**src/common/status_consts.vh**
```
// constants for the status and service request logic
// assumes it is included by bare name from the design file
`ifndef STATUS_CONSTS_VH
`define STATUS_CONSTS_VH

// register select codes on the command port
`define SEL_OPERATION_SUMMARY_COND      4'h0
`define SEL_OPERATION_SUMMARY_RISE      4'h1
`define SEL_OPERATION_SUMMARY_FALL      4'h2
`define SEL_OPERATION_SUMMARY_EVENT     4'h3
`define SEL_OPERATION_SUMMARY_MASK      4'h4
`define SEL_QUESTIONABLE_SUMMARY_COND      4'h5
`define SEL_QUESTIONABLE_SUMMARY_RISE      4'h6
`define SEL_QUESTIONABLE_SUMMARY_FALL      4'h7
`define SEL_QUESTIONABLE_SUMMARY_EVENT     4'h8
`define SEL_QUESTIONABLE_SUMMARY_MASK      4'h9
`define SEL_STD_EVENT      4'hA
`define SEL_STD_MASK       4'hB
`define SEL_STATUS_BYTE    4'hC
`define SEL_SRQ_MASK       4'hD
`define SEL_SERIAL_POLL    4'hE
`define SEL_OUT_QUEUE      4'hF
`define SEL_PSC            4'h0

// status byte bit positions
`define STB_QUESTIONABLE_SUMMARY_BIT       3
`define STB_MAV_BIT        4
`define STB_ESB_BIT        5
`define STB_MSS_BIT        6
`define STB_OPERATION_SUMMARY_BIT       7

// bit positions inside groups
`define STD_PON_BIT        7
`define OPERATION_SUMMARY_CC_BIT        10
`define QUESTIONABLE_SUMMARY_OV_BIT        0
`define QUESTIONABLE_SUMMARY_OC_BIT        1
`define QUESTIONABLE_SUMMARY_OT_BIT        4

// reset values, plus the service request enable bits in use
`define RST_FILTER         16'h0000
`define RST_MASK16         16'h0000
`define RST_EVENT16        16'h0000
`define RST_STD_EVENT      8'h80
`define RST_MASK8          8'h00
`define SRQ_MASK_USED      8'hBF

// output queue geometry
`define QUEUE_DEPTH        16
`define QUEUE_PTR_W        4

`endif

```
**src/rtl/status_service_request_logic.v**
```verilog
// status groups, status byte summary and service request for an instrument
// assumes a command parser drives the select/strobe port on clk, condition
// lines arrive asynchronously from the monitored circuits, and an outside
// store holds the power-on-clear setting and standard mask across power loss
`timescale 1ns/100ps
`include "status_consts.vh"

// one 16-bit status group: sync, filters, event latch, mask
module status_group (
	input  wire        clk,
	input  wire        rst_n,
	input  wire [15:0] cond_pin,     // asynchronous condition lines
	input  wire        wr_rise,      // write rise filter
	input  wire        wr_fall,      // write fall filter
	input  wire        wr_mask,      // write enable mask
	input  wire        rd_event,     // event read, clears latch
	input  wire [15:0] wdata,        // write data
	output reg  [15:0] cond_r,       // accepted condition
	output reg  [15:0] rise_r,       // rising edge filter
	output reg  [15:0] fall_r,       // falling edge filter
	output reg  [15:0] event_r,      // event latch
	output reg  [15:0] mask_r,       // enable mask
	output wire        summary       // group summary bit
);
	reg  [15:0] sync1_r;             // first stage, read only by sync2_r
	reg  [15:0] sync2_r;             // second stage
	reg  [15:0] sync3_r;             // third stage
	wire [15:0] cond_nxt;            // condition after filtering glitches
	wire [15:0] rise_ev;             // passed rising transitions
	wire [15:0] fall_ev;             // passed falling transitions
	wire [15:0] event_nxt;           // next event latch

	// a bit changes only once stages two and three agree
	assign cond_nxt  = (sync2_r & sync3_r) | (cond_r & (sync2_r | sync3_r));
	assign rise_ev   = cond_nxt & ~cond_r & rise_r;
	assign fall_ev   = ~cond_nxt & cond_r & fall_r;
	// set beats clear so a change during the read is kept
	assign event_nxt = (rd_event ? 16'h0000 : event_r) | rise_ev | fall_ev;
	// live OR of enabled events; cleared event drops it at once
	assign summary   = |(event_r & mask_r);

	// synchroniser and condition register; no write path exists
	always @(posedge clk) begin
		if (!rst_n) begin
			sync1_r <= 16'h0000;
			sync2_r <= 16'h0000;
			sync3_r <= 16'h0000;
			cond_r  <= 16'h0000;
		end else begin
			sync1_r <= cond_pin;
			sync2_r <= sync1_r;
			sync3_r <= sync2_r;
			cond_r  <= cond_nxt;
		end
	end

	// filter, mask and event registers
	always @(posedge clk) begin
		if (!rst_n) begin
			rise_r  <= `RST_FILTER;
			fall_r  <= `RST_FILTER;
			mask_r  <= `RST_MASK16;
			event_r <= `RST_EVENT16;
		end else begin
			if (wr_rise) begin
				rise_r <= wdata;
			end
			if (wr_fall) begin
				fall_r <= wdata;
			end
			if (wr_mask) begin
				mask_r <= wdata;
			end
			event_r <= event_nxt;
		end
	end
endmodule

// top: both groups, standard events, status byte, queue, service request
module status_service_request_logic (
	input  wire        clk,
	input  wire        rst_n,
	input  wire [15:0] operation_summary_cond_pin,      // operation conditions, bit 10 constant current
	input  wire [15:0] questionable_summary_cond_pin,      // questionable conditions, bits 0,1,4 trips
	input  wire [7:0]  std_event_set,      // one-cycle standard event pulses
	input  wire        nv_psc,             // stored power-on-clear setting
	input  wire [7:0]  nv_std_mask,        // stored standard event mask
	input  wire [3:0]  sel,                // register select
	input  wire        wr_strobe,          // write request
	input  wire        psc_wr,             // write power-on-clear setting
	input  wire        rd_strobe,          // read request
	input  wire [15:0] wdata,              // write data
	input  wire        msg_valid,          // push a byte into the output queue
	input  wire [7:0]  msg_data,           // byte to push
	output reg         msg_ready_r,        // queue has room
	output reg  [15:0] rd_data_r,          // read answer
	output reg         rd_valid_r,         // read answer strobe
	output reg         srq_r,              // service request line, high asserts
	output reg         psc_r,              // power-on-clear setting for the store
	output reg  [7:0]  std_mask_r          // standard event mask for the store
);
	wire [15:0] operation_summary_cond;              // operation group registers
	wire [15:0] operation_summary_rise;
	wire [15:0] operation_summary_fall;
	wire [15:0] operation_summary_event;
	wire [15:0] operation_summary_mask;
	wire        operation_summary;
	wire [15:0] questionable_summary_cond;              // questionable group registers
	wire [15:0] questionable_summary_rise;
	wire [15:0] questionable_summary_fall;
	wire [15:0] questionable_summary_event;
	wire [15:0] questionable_summary_mask;
	wire        questionable_summary;
	reg  [7:0]  std_event_r;            // standard event latch, byte wide
	reg  [7:0]  srq_mask_r;             // service request enable
	reg         service_request_latched_r;
	reg         mss_d_r;                // master summary one cycle ago
	reg         restore_r;              // pending load from the store
	reg  [7:0]  queue_mem [0:`QUEUE_DEPTH-1]; // output message storage
	reg  [`QUEUE_PTR_W-1:0] wr_ptr_r;   // queue write pointer
	reg  [`QUEUE_PTR_W-1:0] rd_ptr_r;   // queue read pointer
	reg  [`QUEUE_PTR_W:0]   count_r;    // bytes held
	wire        wr_op;                  // write and read decode strobes
	wire        rd_op;
	wire        std_event_summary;
	wire        output_message_available;
	wire        master_summary;
	wire [7:0]  status_core;            // status byte without bit 6
	wire        q_push;
	wire        q_pop;
	wire        rqs_set;
	wire        rqs_clr;
	wire [7:0]  std_event_nxt;
	reg  [15:0] rd_mux;                 // combinational read selection

	assign wr_op = wr_strobe;
	assign rd_op = rd_strobe;

	// operation group; constant current arrives on bit 10
	status_group operation_summary_group (
		.clk      (clk),
		.rst_n    (rst_n),
		.cond_pin (operation_summary_cond_pin),
		.wr_rise  (wr_op && sel == `SEL_OPERATION_SUMMARY_RISE),
		.wr_fall  (wr_op && sel == `SEL_OPERATION_SUMMARY_FALL),
		.wr_mask  (wr_op && sel == `SEL_OPERATION_SUMMARY_MASK),
		.rd_event (rd_op && sel == `SEL_OPERATION_SUMMARY_EVENT),
		.wdata    (wdata),
		.cond_r   (operation_summary_cond),
		.rise_r   (operation_summary_rise),
		.fall_r   (operation_summary_fall),
		.event_r  (operation_summary_event),
		.mask_r   (operation_summary_mask),
		.summary  (operation_summary)
	);

	// questionable group; protection trips on bits 0, 1 and 4
	status_group questionable_summary_group (
		.clk      (clk),
		.rst_n    (rst_n),
		.cond_pin (questionable_summary_cond_pin),
		.wr_rise  (wr_op && sel == `SEL_QUESTIONABLE_SUMMARY_RISE),
		.wr_fall  (wr_op && sel == `SEL_QUESTIONABLE_SUMMARY_FALL),
		.wr_mask  (wr_op && sel == `SEL_QUESTIONABLE_SUMMARY_MASK),
		.rd_event (rd_op && sel == `SEL_QUESTIONABLE_SUMMARY_EVENT),
		.wdata    (wdata),
		.cond_r   (questionable_summary_cond),
		.rise_r   (questionable_summary_rise),
		.fall_r   (questionable_summary_fall),
		.event_r  (questionable_summary_event),
		.mask_r   (questionable_summary_mask),
		.summary  (questionable_summary)
	);

	// standard events: pulses set bits, read clears, set wins
	assign std_event_nxt = ((rd_op && sel == `SEL_STD_EVENT) ? 8'h00 : std_event_r)
		| std_event_set;
	assign std_event_summary = |(std_event_r & std_mask_r);
	assign output_message_available = (count_r != 5'h00);

	// status byte layout; bits 0..2 unused and read zero
	assign status_core = {operation_summary, 1'b0, std_event_summary,
		output_message_available, questionable_summary, 3'b000};
	// bit 6 of the enable is ignored so the summary cannot feed itself
	assign master_summary = |(status_core & srq_mask_r & `SRQ_MASK_USED);

	// request latches when the master summary rises; poll clears, set wins
	assign rqs_set = master_summary && !mss_d_r;
	assign rqs_clr = rd_op && sel == `SEL_SERIAL_POLL;

	// queue handshake: push only with room, pop on a queue read
	assign q_push = msg_valid && msg_ready_r;
	assign q_pop  = rd_op && sel == `SEL_OUT_QUEUE && output_message_available;

	// standard event latch; power-up always sets the power-on flag
	always @(posedge clk) begin
		if (!rst_n) begin
			std_event_r <= `RST_STD_EVENT;
		end else begin
			std_event_r <= std_event_nxt;
		end
	end

	// power-on-clear setting and, unless that setting is stored set, standard mask; restored after reset
	// release because a reset may only load constants
	always @(posedge clk) begin
		if (!rst_n) begin
			restore_r  <= 1'b1;
			psc_r      <= 1'b0;
			std_mask_r <= `RST_MASK8;
		end else if (restore_r) begin
			restore_r  <= 1'b0;
			psc_r      <= nv_psc;
			std_mask_r <= nv_psc ? `RST_MASK8 : nv_std_mask;
		end else begin
			if (psc_wr) begin
				psc_r <= wdata[0];
			end
			if (wr_op && sel == `SEL_STD_MASK) begin
				std_mask_r <= wdata[7:0];
			end
		end
	end

	// service request enable and latched request bit
	always @(posedge clk) begin
		if (!rst_n) begin
			srq_mask_r                <= `RST_MASK8;
			service_request_latched_r <= 1'b0;
			mss_d_r                   <= 1'b0;
			srq_r                     <= 1'b0;
		end else begin
			if (wr_op && sel == `SEL_SRQ_MASK) begin
				srq_mask_r <= wdata[7:0] & `SRQ_MASK_USED;
			end
			mss_d_r <= master_summary;
			if (rqs_set) begin
				service_request_latched_r <= 1'b1;
				srq_r                     <= 1'b1;
			end else if (rqs_clr) begin
				service_request_latched_r <= 1'b0;
				srq_r                     <= 1'b0;
			end
		end
	end

	// output queue, first in first out
	always @(posedge clk) begin
		if (!rst_n) begin
			wr_ptr_r    <= 4'h0;
			rd_ptr_r    <= 4'h0;
			count_r     <= 5'h00;
			msg_ready_r <= 1'b1;
		end else begin
			if (q_push) begin
				queue_mem[wr_ptr_r] <= msg_data;
				wr_ptr_r            <= wr_ptr_r + 4'h1;
			end
			if (q_pop) begin
				rd_ptr_r <= rd_ptr_r + 4'h1;
			end
			case ({q_push, q_pop})
				2'b10: begin
					count_r     <= count_r + 5'h01;
					msg_ready_r <= (count_r != 5'h0F);
				end
				2'b01: begin
					count_r     <= count_r - 5'h01;
					msg_ready_r <= 1'b1;
				end
				default: begin
					count_r     <= count_r;
					msg_ready_r <= msg_ready_r;
				end
			endcase
		end
	end

	// read selection; unmapped codes cannot occur, all sixteen are used
	always @* begin
		rd_mux = 16'h0000;
		case (sel)
			`SEL_OPERATION_SUMMARY_COND:   rd_mux = operation_summary_cond;
			`SEL_OPERATION_SUMMARY_RISE:   rd_mux = operation_summary_rise;
			`SEL_OPERATION_SUMMARY_FALL:   rd_mux = operation_summary_fall;
			`SEL_OPERATION_SUMMARY_EVENT:  rd_mux = operation_summary_event;
			`SEL_OPERATION_SUMMARY_MASK:   rd_mux = operation_summary_mask;
			`SEL_QUESTIONABLE_SUMMARY_COND:   rd_mux = questionable_summary_cond;
			`SEL_QUESTIONABLE_SUMMARY_RISE:   rd_mux = questionable_summary_rise;
			`SEL_QUESTIONABLE_SUMMARY_FALL:   rd_mux = questionable_summary_fall;
			`SEL_QUESTIONABLE_SUMMARY_EVENT:  rd_mux = questionable_summary_event;
			`SEL_QUESTIONABLE_SUMMARY_MASK:   rd_mux = questionable_summary_mask;
			`SEL_STD_EVENT:   rd_mux = {8'h00, std_event_r};
			`SEL_STD_MASK:    rd_mux = {8'h00, std_mask_r};
			// query shows the live summary and leaves everything alone
			`SEL_STATUS_BYTE: rd_mux = {8'h00, status_core[7],
				master_summary, status_core[5:0]};
			`SEL_SRQ_MASK:    rd_mux = {8'h00, srq_mask_r};
			// poll shows the latched request bit instead
			`SEL_SERIAL_POLL: rd_mux = {8'h00, status_core[7],
				service_request_latched_r, status_core[5:0]};
			`SEL_OUT_QUEUE:   rd_mux = output_message_available ?
				{8'h00, queue_mem[rd_ptr_r]} : 16'h0000;
			default:          rd_mux = 16'h0000;
		endcase
	end

	// registered read answer, one cycle after the strobe
	always @(posedge clk) begin
		if (!rst_n) begin
			rd_data_r  <= 16'h0000;
			rd_valid_r <= 1'b0;
		end else begin
			rd_valid_r <= rd_op;
			if (rd_op) begin
				rd_data_r <= rd_mux;
			end
		end
	end
endmodule

```
**config.mk**
```make
export PLATFORM = sky130hd
export DESIGN_NAME = status_service_request_logic
export DESIGN_NICKNAME = d
export VERILOG_FILES = /design/src/rtl/status_service_request_logic.v
export VERILOG_INCLUDE_DIRS = /design/src /design/src/common
export SDC_FILE = /design/constraint.sdc
export NUM_CORES = 1
export LEC_CHECK = 0
export ABC_AREA = 1
export ABC_CLOCK_PERIOD_IN_PS = 5530
export BUFFER_PORTS_ARGS = -buffer_cell sky130_fd_sc_hd__buf_2
export CORE_AREA = 2 2 248 250
export DETAILED_ROUTE_END_ITERATION = 16
export DIE_AREA = 0 0 250 252
export SLEW_MARGIN = 20
export SYNTH_ARGS = -nofsm -noshare
export SYNTH_HDL_FRONTEND = slang
export SYNTH_SLANG_ARGS = --single-unit
```
**constraint.sdc**
```tcl
create_clock -name clk -period 5.53 [get_ports clk]
set_input_delay 0.553 -clock clk [delete_from_list [all_inputs] [get_ports clk]]
set_output_delay 0.553 -clock clk [all_outputs]
set_load 0.005 [all_outputs]
```
Yosys cells after proc, flatten, opt, wreduce, memory -nomap -nowiden

Memory sizes are Yosys's and may differ from the RTL's. A register that Yosys moved wholly into a read port is not among the register bits.
Index checks and enable logic that the tools add are counted.

Bits in registers: 314
Memory bits (writable): 128
Output and inout port bits: 28
Logic and storage cells: 128
Memories: 1

Memory list:

| name      | depth | bits a word | read ports | clocked after memory_dff | wr ports | RTL line                           | text |
|---|---|---|---|---|---|---|---|
| queue_mem | 16    | 8           | 1          | 1                        | 1        | status_service_request_logic.v:119 | `` reg [7:0] queue_mem [0:`QUEUE_DEPTH-1]; `` |

Add/sub/neg operators: 4
Equal/unequal tests: 18
Multiplexer cells: 20
Bitwise gates (word level): 29
Reductions and logical operators: 27

Operator list:

| kind                                                  | number |
|---|---|
| case mux 16 bit (16 select lines)                     | 1 |
| bitwise AND 16 bit                                    | 14 |
| bitwise OR 16 bit                                     | 8 |
| inverter 16 bit                                       | 4 |
| two-way mux 8 bit                                     | 5 |
| equality test 4 bit, second input constant            | 8 |
| two-way mux 16 bit                                    | 2 |
| OR reduction 16 bit                                   | 2 |
| bitwise AND 8 bit                                     | 2 |
| equality test 4 x 3 -> 1 bit, second input constant   | 4 |
| logical AND 1 bit                                     | 16 |
| case mux 5 bit (2 select lines)                       | 1 |
| adder 4 x 1 -> 4 bit, second input constant           | 2 |
| equality test 4 x 2 -> 1 bit, second input constant   | 2 |
| two-way mux 1 bit                                     | 8 |
| two-way mux 4 bit                                     | 2 |
| bitwise OR 8 bit                                      | 1 |
| nonzero test 2 bit                                    | 4 |
| OR reduction 8 bit                                    | 1 |
| OR reduction 7 bit                                    | 1 |
| adder 5 x 1 -> 5 bit, second input constant           | 1 |
| inequality test 5 x 4 -> 1 bit, second input constant | 1 |
| nonzero test 5 bit                                    | 1 |
| subtractor 5 x 1 -> 5 bit, second input constant      | 1 |
| 6 further kinds                                       | 6 |

Longest topological paths before layout

Depth in word-level cells: 7
Depth in mapped cells: 13
Mapped depth without buffers: 13

Cells and area by module

A second synthesis with hierarchy kept.

Cells, all modules: 2360
Area, all modules: 18657.9 um^2

By module, submodules not included:

| module                       | instances | cells an instance | area an instance (um^2) | sequential area each (um^2) |
|---|---|---|---|---|
| status_group                 | 2         | 644               | 4682.0                  | 2562.5 |
| status_service_request_logic | 1         | 1072              | 9293.9                  | 5084.9 |

Least setup slack after synthesis

No wires, ideal clock.

Path kind: input port to flip-flop
Start: input sel[1]
End: register count_r[4]
Setup time: 0.132 ns
Arrival: 2.205 ns
Required time: 5.398 ns
Slack: 3.194 ns
Stages: 13
Path buffers: 0
Cell sequence: nand2_1 -> nor2_2 -> nand2_1 -> nor2_4 -> ha_1 -> ha_1 -> nand2_1 -> nor2_1 -> a211oi_1 -> o21ai_0 -> a21oi_1 -> nand2_1 -> nor3b_1

Cells in the longest elaborated chain, start to end: 5
Elaborated cells on any way between the ends: 7
Those cells by class: eq/ne: 3; mux: 1; reduce/logical: 3

Ends and longest elaborated chain:

| what                                                                  | RTL line                           | text |
|---|---|---|
| start: declaration                                                    | status_service_request_logic.v:88  | `input wire [3:0] sel,` |
| equality test 4 bit *                                                 | -                                  |  |
| logical AND 1 bit (no source line) *                                  | -                                  |  |
| logical AND 1 bit *                                                   | status_service_request_logic.v:193 | `` assign q_pop = rd_op && sel == `SEL_OUT_QUEUE && output_message_available; `` |
| net q_pop                                                             | status_service_request_logic.v:130 | `wire q_pop;` |
| equality test 2 x 1 -> 1 bit or equality test 2 bit (tied branches)   | status_service_request_logic.v:262 | `case ({q_push, q_pop})` |
| case mux 5 bit (2 select lines) or nonzero test 2 bit (tied branches) | -                                  |  |
| end signal: assignment                                                | status_service_request_logic.v:264 | `count_r <= count_r + 5'h01;` |
| end signal: assignment                                                | status_service_request_logic.v:268 | `count_r <= count_r - 5'h01;` |
| end signal: assignment                                                | status_service_request_logic.v:272 | `count_r <= count_r;` |
| end: declaration                                                      | status_service_request_logic.v:122 | `` reg [`QUEUE_PTR_W:0] count_r; `` |

Mark *: on every way through the listed nets, which the timed path passes. The rest lies on a longest branch.
A chain may end at the register's enable or synchronous reset.

Worst setup path after layout

Start: input rd_strobe
End: register count_r[4]

Cells in the longest elaborated chain, start to end: 4
Elaborated cells on any way between the ends: 6
Those cells by class: eq/ne: 2; mux: 1; reduce/logical: 3

Ends and longest elaborated chain:

| what                                                                  | RTL line                           | text |
|---|---|---|
| start: declaration                                                    | status_service_request_logic.v:91  | `input wire rd_strobe,` |
| logical AND 1 bit (no source line) *                                  | -                                  |  |
| logical AND 1 bit *                                                   | status_service_request_logic.v:193 |  |
| net q_pop                                                             | status_service_request_logic.v:130 |  |
| equality test 2 x 1 -> 1 bit or equality test 2 bit (tied branches)   | status_service_request_logic.v:262 |  |
| case mux 5 bit (2 select lines) or nonzero test 2 bit (tied branches) | -                                  |  |

Marked as above.

==> impl_metrics.py <==
metrics = {
    "synth": {
        "synth_area_um2": 17960,
        "synth_nets": 2257,
        "yosys.cell_types.count": 38,
        "seq_area_frac_synth": 0.5686,
        "synth.most_common_cell": "nand2_1",
        "synth.mux.area_fraction": 0,
        "synth_top_family_by_area": "simple AND/OR/NAND/NOR gates",
        "synthAdderAreaFrac": 0.007386,
        "synthXorXnorAreaFrac": 0.0009755,
        "synth_compound_area_frac": 0.1303,
        "yosys_warnings": 0,
        "synth_common_cells": "nand2_1 (490), dfxtp_1 (318), inv_1 (269), nand3_1 (171), nor2_1 (170)",
        "synthArstFlopShare": 0,
        "yosys.area_share.simple": 0.2104,
        "synth_area_leaders": "dfxtp_1 (35%), edfxtp_1 (21%), nand2_1 (10%)",
        "synth_ff_type": "dfxtp_1",
        "yosysTopAreaCell": "dfxtp_1",
        "synth_edf_count": 128,
        "yosys_register_bits": 446,
        "synth_top_area_frac": 0.3545,
        "synth_area_per_cell_um2": 8.298,
        "syn_inst": 2164,
    },
    "final_layout": {
        "max_flop_register": "queue_mem",
        "areaGrowthSynthToFinish_pct": 14.95,
        "fill_cells": 6312,
        "largest_reg_flops": 128,
        "nNetsFinal": 2326,
        "drive_above_1_share": 0.09324,
    },
    "worst_setup_path": {
        "cp_max_fo": 29,
        "worstSetupStartpointType": "primary input",
        "rrSetupSlack_ns": 2.79,
        "end_kind": "register",
        "path_class": "primary input to register",
        "cp.arrival_ns": 3.34,
        "required_ns": 5.93,
        "r2r_cells": 13,
        "r2r_end": "rd_data_r[4]",
    },
    "detailed_routing": {
        "wl_per_cell_um": 17.62,
        "routed_via_density": 4.882,
        "ant_nets": 0,
        "drcViolationCount": 0,
        "drt_iter0_drc": 1227,
        "dr.pass1.iters": 6,
        "drt_wl_total_um": 53710,
        "via_count": 14880,
    },
    "sta": {
        "fmax_mhz": 339.8,
        "hold_violations": 0,
        "rsz0062_at_grt": "false",
        "hold_ws_ns": 0.1648,
        "maxSlewViolCount": 0,
        "timing.final.crit_period_ns": 2.943,
        "fin_crit_sh": 0.5321,
        "maxSlewHeadroom": 0.3155,
        "tightest_slew_ns": 1.024,
        "setup_tns_ns": 0,
        "setup_viol": 0,
        "fin_skew_ns": 0.02239,
    },
    "flow_run": {
        "maxCapViolations": 0,
    },
    "die": {
        "start_util": 0.2986,
        "ios": 111,
        "die_h_um": 252,
        "die_x_um": 250,
        "core_um2": 60130,
        "num_rows": 90,
        "die-area_um2": 63000,
    },
    "clocking": {
        "clk_path_buf_depth": 3,
        "cts_buffers": 46,
        "cts.clk_slew.worst_paths_ns": 0.06,
        "cts_hold_repair.buffers": 0,
        "cts_setup_buffers": 0,
        "ctsRootBufferMaster": "clkbuf_16",
        "worstSkewPairLatency_ns": 0.57,
        "htreeDepth": 2,
        "cts_tree": "done",
        "cts_sinks": 446,
        "cts_resized": 0,
    },
    "placement": {
        "port-buffer-count": 110,
        "hpwl_um": 37010,
        "gp_congestion": 0.8819,
    },
    "hold_path": {
        "hold_path_class": "primary input to register",
        "whs_endpoint": "operation_summary_group.sync1_r[11]",
        "min_from": "operation_summary_cond_pin[11]",
        "whs_path_depth": 3,
    },
    "global_routing": {
        "grt_pass1_vias": 14580,
        "grt_overflow_total": 0,
        "grt_max_degree": 83,
        "grt_pass1_wl_um": 82410,
        "antenna_found_initial": 8,
        "track_usage": 0.1670,
    },
    "run_status": {
        "status": "finished, final reports clean",
    },
    "pwr": {
        "peakVddDrop_v": 0.0002021,
        "leakage_nw": 8.350,
        "power_density_nw_per_um2": 335.0,
    },
}
-- kinds of logic after synthesis --
group / Yosys count
AND/OR/NAND/NOR: 903
buffers and inverters: 382
AO/OA/AOI/OAI: 421
XOR/XNOR: 2
adder cells (fa/ha/maj): 10
flip-flops: 446
-- worst max-delay path, stage by stage --
cell and delay (ns):
buf_2 0.54, clkinv_1 0.52, nor2_4 0.28, ha_1 0.25
ha_1 0.30, nand2_1 0.09, nor2_1 0.04, a211oi_1 0.26
o21ai_0 0.14, a21oi_1 0.17, nand2_1 0.06, nor3b_1 0.13
-- routing by layer --
metal	vias up	share of wire	GRT usage
li1	7278	-	-
met1	7025	0.41	0.2028
met2	452	0.49	0.2950
met3	119	0.064	0.03188
met4	10	0.032	0.05817
met5	-	0.0012	0.003089
-- stage by stage --
step,utilization,area (um2),worst slack [ns],std cells,power [mW]
after floorplan,-,17960,3.194,2164,3.730
final,0.3433,20640,2.587,3049,6.915
after CTS,0.3431,20630,2.619,3045,6.974
after global placement,0.3184,19150,1.971,2967,3.887
after global routing,0.3431,20630,2.370,3045,7.168
after detailed placement,0.3184,19150,2.049,2967,3.895
-- cell usage in the layout (no fill, tap or decap), drive strengths merged, types with 33 or more instances in the layout --
cell    instances
buf           118
clkbuf         65
nand2         495
nand3         171
dfxtp         318
inv           283
o21ai         141
edfxtp        128
a21oi         165
nor2          179
a31oi          33
-- worst max-delay path by stage --
stage / end / from / slack [ns] / cells past startpoint
floorplan: count_r[4] / sel[1] / 3.19 / 13
global placement: count_r[4] / rd_strobe / 1.97 / 12
detailed placement: count_r[4] / rd_strobe / 2.05 / 12
CTS: count_r[4] / rd_strobe / 2.62 / 12
global route: count_r[4] / rd_strobe / 2.37 / 12
finish: count_r[4] / rd_strobe / 2.59 / 12
-- power breakdown --
part	leakage, nW	internal (mW)	switching [mW]
registers	3.74	3.43	0.0477
logic	3.89	0.0999	0.247
clock network	0.721	1.81	1.28
-- area by class of cell --
| cell class | count | area, um2 | area share |
|---|---|---|---|
| Antenna cell | 4 | 10.01 | 0.0004849 |
| Sequential cell | 446 | 10210 | 0.4947 |
| Multi-Input combinational cell | 1336 | 6269 | 0.3037 |
| Timing Repair Buffer | 118 | 616.8 | 0.02988 |
| Tap cell | 782 | 978.4 | 0.04740 |
| Inverter | 285 | 1074 | 0.05201 |
| Clock inverter | 13 | 200.2 | 0.009699 |
| Clock buffer | 65 | 1282 | 0.06213 |
No activity file was read; power rests on OpenSTA's default activity.
